--- config.mk ---
export PLATFORM = sky130hd
export DESIGN_NAME = scan_seq
export DESIGN_NICKNAME = d
export VERILOG_FILES = /design/src/pkg/scan_seq_pkg.sv /design/src/scan_seq.sv /design/src/pin_sync.sv /design/src/ms_timer.sv
export SDC_FILE = /design/constraint.sdc
export NUM_CORES = 1
export LEC_CHECK = 0
export ABC_AREA = 1
export BUFFER_PORTS_ARGS = -buffer_cell sky130_fd_sc_hd__buf_2
export CORE_UTILIZATION = 54
export CTS_BUF_LIST = sky130_fd_sc_hd__clkbuf_16
export DETAILED_ROUTE_END_ITERATION = 7
export PLACE_DENSITY_LB_ADDON = 0.1
export SLEW_MARGIN = 20
export SYNTH_ARGS = -nofsm -noshare
export SYNTH_HDL_FRONTEND = slang
export SYNTH_SLANG_ARGS = --single-unit
--- constraint.sdc ---
create_clock -name mclk_i -period 1.7 [get_ports mclk_i]
set_input_delay 0.255 -clock mclk_i [delete_from_list [all_inputs] [get_ports mclk_i]]
set_output_delay 0.255 -clock mclk_i [all_outputs]
set_load 0.02 [all_outputs]
--- src/pkg/scan_seq_pkg.sv ---
// Constants, register map and types of the scan-layer trigger sequencer.
package scan_seq_pkg;
    // Register indices; byte address is the index itself on this plain port.
    localparam logic [3:0] ADDR_CTRL = 4'h0;
    localparam logic [3:0] ADDR_TIMER = 4'h1;
    localparam logic [3:0] ADDR_COUNT = 4'h2;
    localparam logic [3:0] ADDR_LINES = 4'h3;
    localparam logic [3:0] ADDR_STATUS = 4'h4;
    localparam logic [3:0] ADDR_REMAIN = 4'h5;
    localparam logic [3:0] ADDR_CMD = 4'h6;
    // Control register fields.
    localparam int CTRL_SRC_LSB = 0;
    localparam int CTRL_BYPASS_BIT = 3;
    localparam int CMD_ARM_BIT = 0;
    localparam int CMD_ABORT_BIT = 1;
    // Lines register fields: input line in [2:0], output line in [6:4].
    localparam int LINE_IN_LSB = 0;
    localparam int LINE_OUT_LSB = 4;
    localparam logic [2:0] LINE_MIN = 3'h1;
    localparam logic [2:0] LINE_MAX = 3'h6;
    localparam logic [2:0] LINE_IN_RST = 3'h1;
    localparam logic [2:0] LINE_OUT_RST = 3'h2;
    localparam int TRIG_LINES = 6;
    // Timer interval in milliseconds.
    localparam logic [26:0] TIMER_MAX_MS = 27'h5f5e0ff;
    localparam logic [26:0] TIMER_RST_MS = 27'h0000001;
    // Scan count.
    localparam logic [13:0] COUNT_MAX = 14'h270f;
    localparam logic [13:0] COUNT_RST = 14'h0001;
    localparam logic [13:0] COUNT_INFINITE = 14'h0000;
    // Tick timing.
    localparam int CLK_HZ = 250_000_000;
    localparam int TICK_MS = 1;
    localparam int TICK_CYCLES = CLK_HZ / 1000 * TICK_MS;

    typedef enum logic [2:0] {
        SRC_IMMEDIATE = 3'b000,
        SRC_TIMER = 3'b001,
        SRC_EXTERNAL = 3'b010,
        SRC_BUS = 3'b011,
        SRC_MANUAL = 3'b100,
        SRC_TRIGBUS = 3'b101,
        SRC_HOLD = 3'b110
    } source_type;

    typedef enum logic [1:0] {
        ST_IDLE = 2'b00,
        ST_WAIT = 2'b01,
        ST_SCAN = 2'b10
    } state_type;
endpackage

--- src/scan_seq.sv ---
// Scan-layer trigger sequencer top level.
// Overview of operation
// - Interval timer programmable 0 to 99999.999 s in 1 ms steps.
// - Timer pacing starts the next scan when the interval expires.
// - A short interval waits until the running scan has finished.
// - Step key also paces in timer, external, bus and trigger-bus modes.
// - In those modes step after a scan starts another only if count permits.
// - External pacing: external trigger pulse enters the channel layer.
// - Bus pacing: a bus trigger enters the channel layer.
// - Manual pacing: only the step key enters the channel layer.
// - A six-line trigger bus carries pulses in and out.
// - Trigger-bus pacing: a pulse on the chosen input line enters.
// - Input and output lines are 1 to 6; same line for both is rejected.
// - Immediate pacing enters the channel layer without waiting.
// - Hold stalls pacing until another selection is made.
// - Scan count 1 to 9999 runs exactly that many; infinite repeats.
// - A stored count of zero reads and acts as infinite.
// - Source bypass skips the first event for external or trigger bus.
// - Acceptor setting disables bypass; every pass waits for the event.
// - Each channel event opens the closed channel and closes the next.
//
// Strobed register access and the register offsets were decided locally.
`timescale 1ns/1ps
module scan_seq (
    // Clock and reset.
    input wire logic mclk_i,
    input wire logic rst_b_i,
    // Register port.
    input wire logic [3:0] addr_i,
    input wire logic [31:0] wdata_i,
    input wire logic wr_i,
    input wire logic rd_i,
    output logic [31:0] rdata_o,
    // Trigger sources.
    input wire logic ext_trig_i,
    input wire logic bus_trig_i,
    input wire logic step_key_i,
    input wire logic [5:0] trig_line_i,
    // Trigger bus output lines, open drain.
    output logic [5:0] trig_line_o,
    output logic [5:0] trig_line_oe_o,
    // Channel layer.
    output logic scan_start_o,
    input wire logic scan_done_i,
    output logic busy_o
);
    logic [2:0] src_q;
    logic bypass_q;
    logic [26:0] interval_q;
    logic [13:0] count_q;
    logic [13:0] remain_q;
    logic [2:0] line_in_q;
    logic [2:0] line_out_q;
    logic line_err_q;
    logic first_q;
    logic scan_q;
    logic armed_q;
    logic [5:0] oe_q;
    logic [1:0] pulse_cnt_q;
    scan_seq_pkg::state_type state_q;
    logic [5:0] line_rise;
    logic [2:0] pin_rise;
    logic expired;
    logic event_hit;
    logic go;
    logic more;
    logic ctrl_wr;
    logic arm_cmd;
    logic abort_cmd;
    logic [2:0] new_in;
    logic [2:0] new_out;
    logic arm_ok;
    logic timer_wr;
    logic count_wr;
    logic lines_wr;

    function automatic logic line_ok(input logic [2:0] l);
        line_ok = (l >= scan_seq_pkg::LINE_MIN) && (l <= scan_seq_pkg::LINE_MAX);
    endfunction

    // One-hot mask of a trigger-bus line numbered from one.
    function automatic logic [5:0] line_bit(input logic [2:0] l);
        line_bit = 6'h01 << (l - 3'h1);
    endfunction

    pin_sync #(.W(3)) u_pin_sync (
        .mclk_i(mclk_i),
        .rst_b_i(rst_b_i),
        .pin_i({step_key_i, bus_trig_i, ext_trig_i}),
        .rise_o(pin_rise)
    );

    pin_sync #(.W(scan_seq_pkg::TRIG_LINES)) u_line_sync (
        .mclk_i(mclk_i),
        .rst_b_i(rst_b_i),
        .pin_i(trig_line_i),
        .rise_o(line_rise)
    );

    ms_timer u_timer (
        .mclk_i(mclk_i),
        .rst_b_i(rst_b_i),
        .restart_i(go),
        .interval_i(interval_q),
        .expired_o(expired)
    );

    assign ctrl_wr = wr_i && (addr_i == scan_seq_pkg::ADDR_CTRL);
    assign arm_cmd = wr_i && (addr_i == scan_seq_pkg::ADDR_CMD)
        && wdata_i[scan_seq_pkg::CMD_ARM_BIT];
    assign abort_cmd = wr_i && (addr_i == scan_seq_pkg::ADDR_CMD)
        && wdata_i[scan_seq_pkg::CMD_ABORT_BIT];
    assign new_in = wdata_i[scan_seq_pkg::LINE_IN_LSB +: 3];
    assign new_out = wdata_i[scan_seq_pkg::LINE_OUT_LSB +: 3];
    assign timer_wr = wr_i && (addr_i == scan_seq_pkg::ADDR_TIMER);
    assign count_wr = wr_i && (addr_i == scan_seq_pkg::ADDR_COUNT);
    assign lines_wr = wr_i && (addr_i == scan_seq_pkg::ADDR_LINES);
    // Arm is honoured from idle only, so a repeated arm cannot reload a running count.
    assign arm_ok = arm_cmd && (state_q == scan_seq_pkg::ST_IDLE);

    // Configuration registers.
    always_ff @(posedge mclk_i) begin
        if (!rst_b_i) begin
            src_q <= scan_seq_pkg::SRC_IMMEDIATE;
            bypass_q <= 1'b0;
        end else if (ctrl_wr) begin
            src_q <= wdata_i[scan_seq_pkg::CTRL_SRC_LSB +: 3];
            bypass_q <= wdata_i[scan_seq_pkg::CTRL_BYPASS_BIT];
        end
    end

    always_ff @(posedge mclk_i) begin
        if (!rst_b_i) begin
            interval_q <= scan_seq_pkg::TIMER_RST_MS;
        end else if (timer_wr) begin
            // Values beyond the range are clamped rather than wrapped.
            if (wdata_i[26:0] > scan_seq_pkg::TIMER_MAX_MS || wdata_i[31:27] != 5'h00) begin
                interval_q <= scan_seq_pkg::TIMER_MAX_MS;
            end else begin
                interval_q <= wdata_i[26:0];
            end
        end
    end

    always_ff @(posedge mclk_i) begin
        if (!rst_b_i) begin
            count_q <= scan_seq_pkg::COUNT_RST;
        end else if (count_wr) begin
            if (wdata_i[13:0] > scan_seq_pkg::COUNT_MAX || wdata_i[31:14] != 18'h00000) begin
                count_q <= scan_seq_pkg::COUNT_MAX;
            end else begin
                count_q <= wdata_i[13:0];
            end
        end
    end

    // A rejected setting keeps the previous lines and flags an error.
    always_ff @(posedge mclk_i) begin
        if (!rst_b_i) begin
            line_in_q <= scan_seq_pkg::LINE_IN_RST;
            line_out_q <= scan_seq_pkg::LINE_OUT_RST;
            line_err_q <= 1'b0;
        end else if (lines_wr) begin
            if (line_ok(new_in) && line_ok(new_out) && new_in != new_out) begin
                line_in_q <= new_in;
                line_out_q <= new_out;
                line_err_q <= 1'b0;
            end else begin
                line_err_q <= 1'b1;
            end
        end
    end

    // Pacing event decode.
    always_comb begin
        case (src_q)
            scan_seq_pkg::SRC_TIMER: event_hit = expired && !scan_q;
            scan_seq_pkg::SRC_EXTERNAL: event_hit = pin_rise[0];
            scan_seq_pkg::SRC_BUS: event_hit = pin_rise[1];
            scan_seq_pkg::SRC_MANUAL: event_hit = pin_rise[2];
            scan_seq_pkg::SRC_TRIGBUS: event_hit = |(line_rise & line_bit(line_in_q));
            scan_seq_pkg::SRC_IMMEDIATE: event_hit = 1'b1;
            scan_seq_pkg::SRC_HOLD: event_hit = 1'b0;
            default: event_hit = 1'b0;
        endcase
        // The step key adds to every triggered mode except hold and immediate.
        if (src_q == scan_seq_pkg::SRC_TIMER || src_q == scan_seq_pkg::SRC_EXTERNAL
            || src_q == scan_seq_pkg::SRC_BUS || src_q == scan_seq_pkg::SRC_TRIGBUS) begin
            event_hit = event_hit || pin_rise[2];
        end
    end

    // Remaining count permits another scan.
    assign more = (count_q == scan_seq_pkg::COUNT_INFINITE) || (remain_q != 14'h0000);

    // A scan starts only while waiting and never while one is in flight.
    assign go = (state_q == scan_seq_pkg::ST_WAIT) && more && !abort_cmd
        && (event_hit || (first_q && bypass_q
        && (src_q == scan_seq_pkg::SRC_EXTERNAL
        || src_q == scan_seq_pkg::SRC_TRIGBUS)));

    always_ff @(posedge mclk_i) begin
        if (!rst_b_i) begin
            state_q <= scan_seq_pkg::ST_IDLE;
        end else if (abort_cmd) begin
            state_q <= scan_seq_pkg::ST_IDLE;
        end else begin
            case (state_q)
                scan_seq_pkg::ST_IDLE: begin
                    if (arm_cmd) begin
                        state_q <= scan_seq_pkg::ST_WAIT;
                    end
                end
                scan_seq_pkg::ST_WAIT: begin
                    if (go) begin
                        state_q <= scan_seq_pkg::ST_SCAN;
                    end else if (!more) begin
                        state_q <= scan_seq_pkg::ST_IDLE;
                    end
                end
                scan_seq_pkg::ST_SCAN: begin
                    if (scan_done_i) begin
                        state_q <= scan_seq_pkg::ST_WAIT;
                    end
                end
                default: state_q <= scan_seq_pkg::ST_IDLE;
            endcase
        end
    end

    // Bypass covers the first pass only; every new arm opens a fresh first pass.
    always_ff @(posedge mclk_i) begin
        if (!rst_b_i) begin
            first_q <= 1'b0;
        end else if (arm_ok) begin
            first_q <= 1'b1;
        end else if (go) begin
            first_q <= 1'b0;
        end
    end

    always_ff @(posedge mclk_i) begin
        if (!rst_b_i) begin
            remain_q <= '0;
        end else if (arm_ok) begin
            remain_q <= count_q;
        end else if (scan_done_i && state_q == scan_seq_pkg::ST_SCAN
            && remain_q != 14'h0000) begin
            remain_q <= remain_q - 14'h0001;
        end
    end

    assign scan_q = (state_q == scan_seq_pkg::ST_SCAN);

    always_ff @(posedge mclk_i) begin
        if (!rst_b_i) begin
            armed_q <= 1'b0;
            scan_start_o <= 1'b0;
        end else begin
            armed_q <= (state_q != scan_seq_pkg::ST_IDLE);
            scan_start_o <= go;
        end
    end

    // Output trigger pulse on the chosen line at each scan start; held four cycles
    // so that slow receivers see it. The mask is latched at the start, so the pin
    // stays glitch free and a line change cannot cut a pulse short.
    always_ff @(posedge mclk_i) begin
        if (!rst_b_i) begin
            pulse_cnt_q <= 2'h0;
            oe_q <= 6'h00;
        end else if (go) begin
            pulse_cnt_q <= 2'h3;
            oe_q <= line_bit(line_out_q);
        end else if (pulse_cnt_q != 2'h0) begin
            pulse_cnt_q <= pulse_cnt_q - 2'h1;
        end else begin
            oe_q <= 6'h00;
        end
    end

    assign trig_line_o = 6'h00;
    assign trig_line_oe_o = oe_q;
    assign busy_o = armed_q;

    // Register read, one cycle later.
    always_ff @(posedge mclk_i) begin
        if (!rst_b_i) begin
            rdata_o <= '0;
        end else if (rd_i) begin
            case (addr_i)
                scan_seq_pkg::ADDR_CTRL: rdata_o <= {28'h0000000, bypass_q, src_q};
                scan_seq_pkg::ADDR_TIMER: rdata_o <= {5'h00, interval_q};
                scan_seq_pkg::ADDR_COUNT: rdata_o <= {18'h00000, count_q};
                scan_seq_pkg::ADDR_LINES: rdata_o <= {25'h0000000, line_out_q, 1'b0, line_in_q};
                scan_seq_pkg::ADDR_STATUS: rdata_o <= {27'h0000000, line_err_q, first_q,
                    expired, state_q};
                scan_seq_pkg::ADDR_REMAIN: rdata_o <= {18'h00000, remain_q};
                default: rdata_o <= 32'h00000000;
            endcase
        end else begin
            rdata_o <= 32'h00000000;
        end
    end
endmodule

--- src/pin_sync.sv ---
// Two-stage synchroniser with rising-edge pulse for trigger inputs.
`timescale 1ns/1ps
module pin_sync #(
    parameter int W = 1
) (
    // Clock and reset.
    input wire logic mclk_i,
    input wire logic rst_b_i,
    // Raw pins and synchronised edges.
    input wire logic [W-1:0] pin_i,
    output logic [W-1:0] rise_o
);
    logic [W-1:0] meta_q;
    logic [W-1:0] sync_q;
    logic [W-1:0] last_q;

    always_ff @(posedge mclk_i) begin
        if (!rst_b_i) begin
            meta_q <= '0;
            sync_q <= '0;
            last_q <= '0;
        end else begin
            meta_q <= pin_i;
            sync_q <= meta_q;
            last_q <= sync_q;
        end
    end

    assign rise_o = sync_q & ~last_q;
endmodule

--- src/ms_timer.sv ---
// Millisecond tick and scan interval timer.
`timescale 1ns/1ps
module ms_timer #(
    parameter int TICK_CYCLES = scan_seq_pkg::TICK_CYCLES
) (
    // Clock and reset.
    input wire logic mclk_i,
    input wire logic rst_b_i,
    // Control.
    input wire logic restart_i,
    input wire logic [26:0] interval_i,
    // Status.
    output logic expired_o
);
    logic [17:0] div_q;
    logic [26:0] ms_q;
    logic tick;

    assign tick = (div_q == 18'(TICK_CYCLES - 1));

    // The divider restarts with the interval so the first millisecond is whole.
    always_ff @(posedge mclk_i) begin
        if (!rst_b_i || restart_i || tick) begin
            div_q <= '0;
        end else begin
            div_q <= div_q + 18'h00001;
        end
    end

    always_ff @(posedge mclk_i) begin
        if (!rst_b_i) begin
            ms_q <= '0;
        end else if (restart_i) begin
            ms_q <= '0;
        end else if (tick && !expired_o) begin
            ms_q <= ms_q + 27'h0000001;
        end
    end

    // Expiry is a level held until the next restart.
    assign expired_o = (ms_q >= interval_i);
endmodule

==> summary.txt <==
Floorplanning
  • Die Y: about 130 µm
  • Die Wd: around 130 µm
  • I/O pins: 96
  • Num rows: 47
  • Core ar.: ~0.017 mm²
  • Starting density of the core: 55.78%
  • Die footprint: 0.01778 mm²

Power
  • Leakage: 5.994 nW
  • VDD IR max: 0.7520 mV
  • Power Density: just over 700 mW/mm²
  • Tot Pwr: ~9.4 mW

Synth
  • #FFs+latches synth: around 180
  • Cell Area, Synth: approximately 0.0093 mm²
  • Ys async rst share: 0%
  • Mean area per synthesized cell: just over 7 µm²
  • Area fraction in and, or, nand and nor cells after synthesis: around 28%
  • Synth area leader: dfxtp_1
  • Sequential area share after synthesis: a little under two fifths
  • Share of the synthesized area in the top cell type: 38.25%
  • Post-synthesis adder-cell area fraction: 4.298%
  • Syn Inst Count: about 1,300
  • EDFF count, synth: 0
  • Most used DFF post-synth: dfxtp_1
  • Main combinational cell family by area after synthesis: simple AND/OR/NAND/NOR gates
  • XOR/XNOR share of the synthesized area: approximately 3.6%
  • Synth area leaders: dfxtp_1, nand2_1, inv_1, a21oi_1, ha_1
  • Multiplexer share of the synthesized area: 0%
  • Synth Area in Compound Gates: 13.59%
  • Synth cell types: between 50 and 60
  • Yosys warns: 0

Place
  • Routability Congestion: a little over 0.9
  • Number of port buffers: 84
  • Post-DP Area: 0.01159 mm²
  • Dpl ws: -0.3567 ns
  • Final HPWL DP: between 20 and 25 mm

Cells and area
  • Layout net count: approximately 1,700
  • Commonest non-fill, non-tap cell in the layout: nand2_1
  • Area Overhead vs Synth: 41.23%
  • Final instance area: 0.01316 mm²
  • Fin util: between 70% and 80%
  • Layout cell share with drive strength beyond 1: 37.77%
  • Most frequent cells in the layout: nand2_1, buf_4, inv_1
  • Diodes inserted: 0

Setup path
  • Critical Path RT: 2.08 ns
  • CP max stage cell: dfxtp_2
  • Worst Path Buf+Inv: 2
  • Critical path peak fanout: 6
  • Crit-path max cell delay: 0.33 ns
  • CP endpoint kind: flop
  • Largest delay share family, worst path: simple AND/OR/NAND/NOR gates
  • Critical-path cell list: inv_1, ha_4, nand2_1, nand2_1, a21oi_1, nand3_2, nand2_2, nand3_4, nand2_4, nand3_4, nand2_8, nand2_8, buf_12, a21oi_2
  • Worst Setup Path Type: reg2reg
  • Critical path arrival: ~2.4 ns
  • CP Launch Type: flop

Clock tree
  • CTS clock-pin slew for the worst setup and hold paths: ~0.070 ns
  • CTS tree: yes
  • CTS Buf Count: 17
  • Clock Tree Buf Depth: 2
  • CTS Sinks: 178
  • Root Buffer: clkbuf_16
  • Worst-Skew Late Latency: 0.45 ns
  • H-tree Lvls: 4

STA
  • Fin. max-slew vios: 0
  • RSZ-0062 raised after global routing: true
  • Slew headroom: between 60% and 70%
  • Peak Freq: between 400 and 500 MHz
  • Actual slew at the worst max-slew pin: around 0.55 ns
  • Min Tclk post-route: just over 2 ns
  • # setup viols final: 59
  • Period Utilization, post-route: 121.6%
  • Fin Clk Skew: between 0.01 and 0.015 ns
  • Final setup margin: -0.3665 ns
  • Hold Fails Final Rpt: 0

Global routing
  • Antenna violations before repair: 0
  • Overflow after GRT: 0
  • Number of global-route vias before repair: 9,368
  • Largest net degree at the start of global routing: 46
  • Total track usage: about 32%
  • First-pass GRT wire length: about 45 mm

Route
  • Residual DRC count: 0
  • Via-to-Cell Ratio: 5.336
  • Final ANT Viol Nets: 0
  • DR WL/cell: between 15 and 20 µm
  • Detailed Route WL: roughly 29 mm
  • Drt first pass iters: 5
  • Detailed-route via count: around 9,700
  • DR iter-0 viols: 662

Job
  • Max-cap violations: 0

Status
  • Status: complete, but fails checks
  • Failing checks: setup timing

Hold path
  • Hold Crit Class: in2reg
-- power by group --
group | leakage [nW] | total, mW | switching (mW) | internal [mW]
sequential | 1.46 | 4.28 | 0.0322 | 4.24
combinational | 4.23 | 0.936 | 0.566 | 0.370
clock | 0.304 | 4.22 | 1.80 | 2.42
-- worst register-to-register path, stage by stage (launching register included) --
cell	delay [ns]
dfxtp_2	0.33
inv_1	0.11
ha_4	0.22
nand2_1	0.07
nand2_1	0.05
a21oi_1	0.17
nand3_2	0.10
nand2_2	0.09
nand3_4	0.11
nand2_4	0.09
nand3_4	0.09
nand2_8	0.15
nand2_8	0.11
buf_12	0.21
a21oi_2	0.11
-- per-stage QoR --
| stage | hold slack (ns) | setup TNS, ns | std cells |
|---|---|---|---|
| after floorplan | 0.3526 | -2.609 | 1296 |
| after global placement | 0.3920 | -15.88 | 1752 |
| after detailed placement | 0.3976 | -19.41 | 1752 |
| after CTS | 0.0002167 | -18.16 | 1803 |
| after global routing | 0.003342 | -25.86 | 1814 |
| final | 0.003003 | -18.55 | 1814 |
-- layer usage --
| layer | global-route usage, % | wire (µm) |
|---|---|---|
| met2 | 57.70 | 14320 |
| met3 | 4.909 | 1458 |
| met4 | 15.78 | 1345 |
| met1 | 38.07 | 11570 |
| met5 | 0 | 0 |
-- cell type report --
type	instances	area, µm²
multi-input cells	852	5473
well taps	220	275.3
clock inverters	14	170.2
flip-flops and latches	178	3625
fillers	1218	3543
clock buffers	18	450.4
inverters	223	864.6
repair buffers	309	2300
-- state kept, by name, indices dropped and copies added (netlist names), 6 cells and up --
register,cells
u_line_sync.meta_q,6
u_line_sync.last_q,6
u_line_sync.sync_q,6
u_timer.div_q,18
interval_q,27
u_timer.ms_q,27
remain_q,14
count_q,14
rdata_o,27
trig_line_oe_o,6
-- cell usage after synthesis, types with 12 or more instances --
| cell | count |
|---|---|
| nor2_2 | 17 |
| xnor2_1 | 14 |
| ha_1 | 32 |
| clkbuf_1 | 19 |
| buf_4 | 14 |
| xor2_1 | 24 |
| a31oi_1 | 15 |
| nor3_1 | 39 |
| nand2_1 | 275 |
| inv_1 | 207 |
| nor2_1 | 94 |
| o22ai_1 | 12 |
| o21ai_0 | 49 |
| nand3_1 | 51 |
| a21oi_1 | 84 |
| nand4_1 | 25 |
| dfxtp_1 | 178 |
| inv_2 | 15 |
-- kinds of logic (layout without fill, tap and decap cells) --
logic type | count (synthesis) | count (layout)
AOI/OAI and AO/OA | 211 | 211
xor gates and xnor gates | 38 | 38
adders and majority gates | 32 | 32
buffers and inverters | 270 | 564
DFF | 178 | 178
other | 1 | 11
and+or+nand+nor | 556 | 560
-- path summary, 6_finish.rpt --
check / endpoint / startpoint / slack [ns] / cells after the start
worst max register to register: u_timer.ms_q[21] / interval_q[8] / -0.37 / 14
worst max-delay path: u_timer.ms_q[21] / interval_q[8] / -0.37 / 14
worst min register to register: u_pin_sync.sync_q[1] / u_pin_sync.meta_q[1] / 0.41 / 2
worst min-delay path: u_line_sync.meta_q[0] / trig_line_i[0] / 0.003 / 3
-- timing repair --
| action | 4_1_cts | 5_1_grt |
|---|---|---|
| setup endpoints to repair | 72 | 72 |
| cloned | 5 | 0 |
| resized for setup | 77 | 93 |
| buffers inserted | 8 | 10 |
| endpoints found under the hold margin | 6 | 1 |
| hold buffers | 6 | 1 |
| pin swaps | 27 | 45 |
No activity file was read; power rests on OpenSTA's default activity.
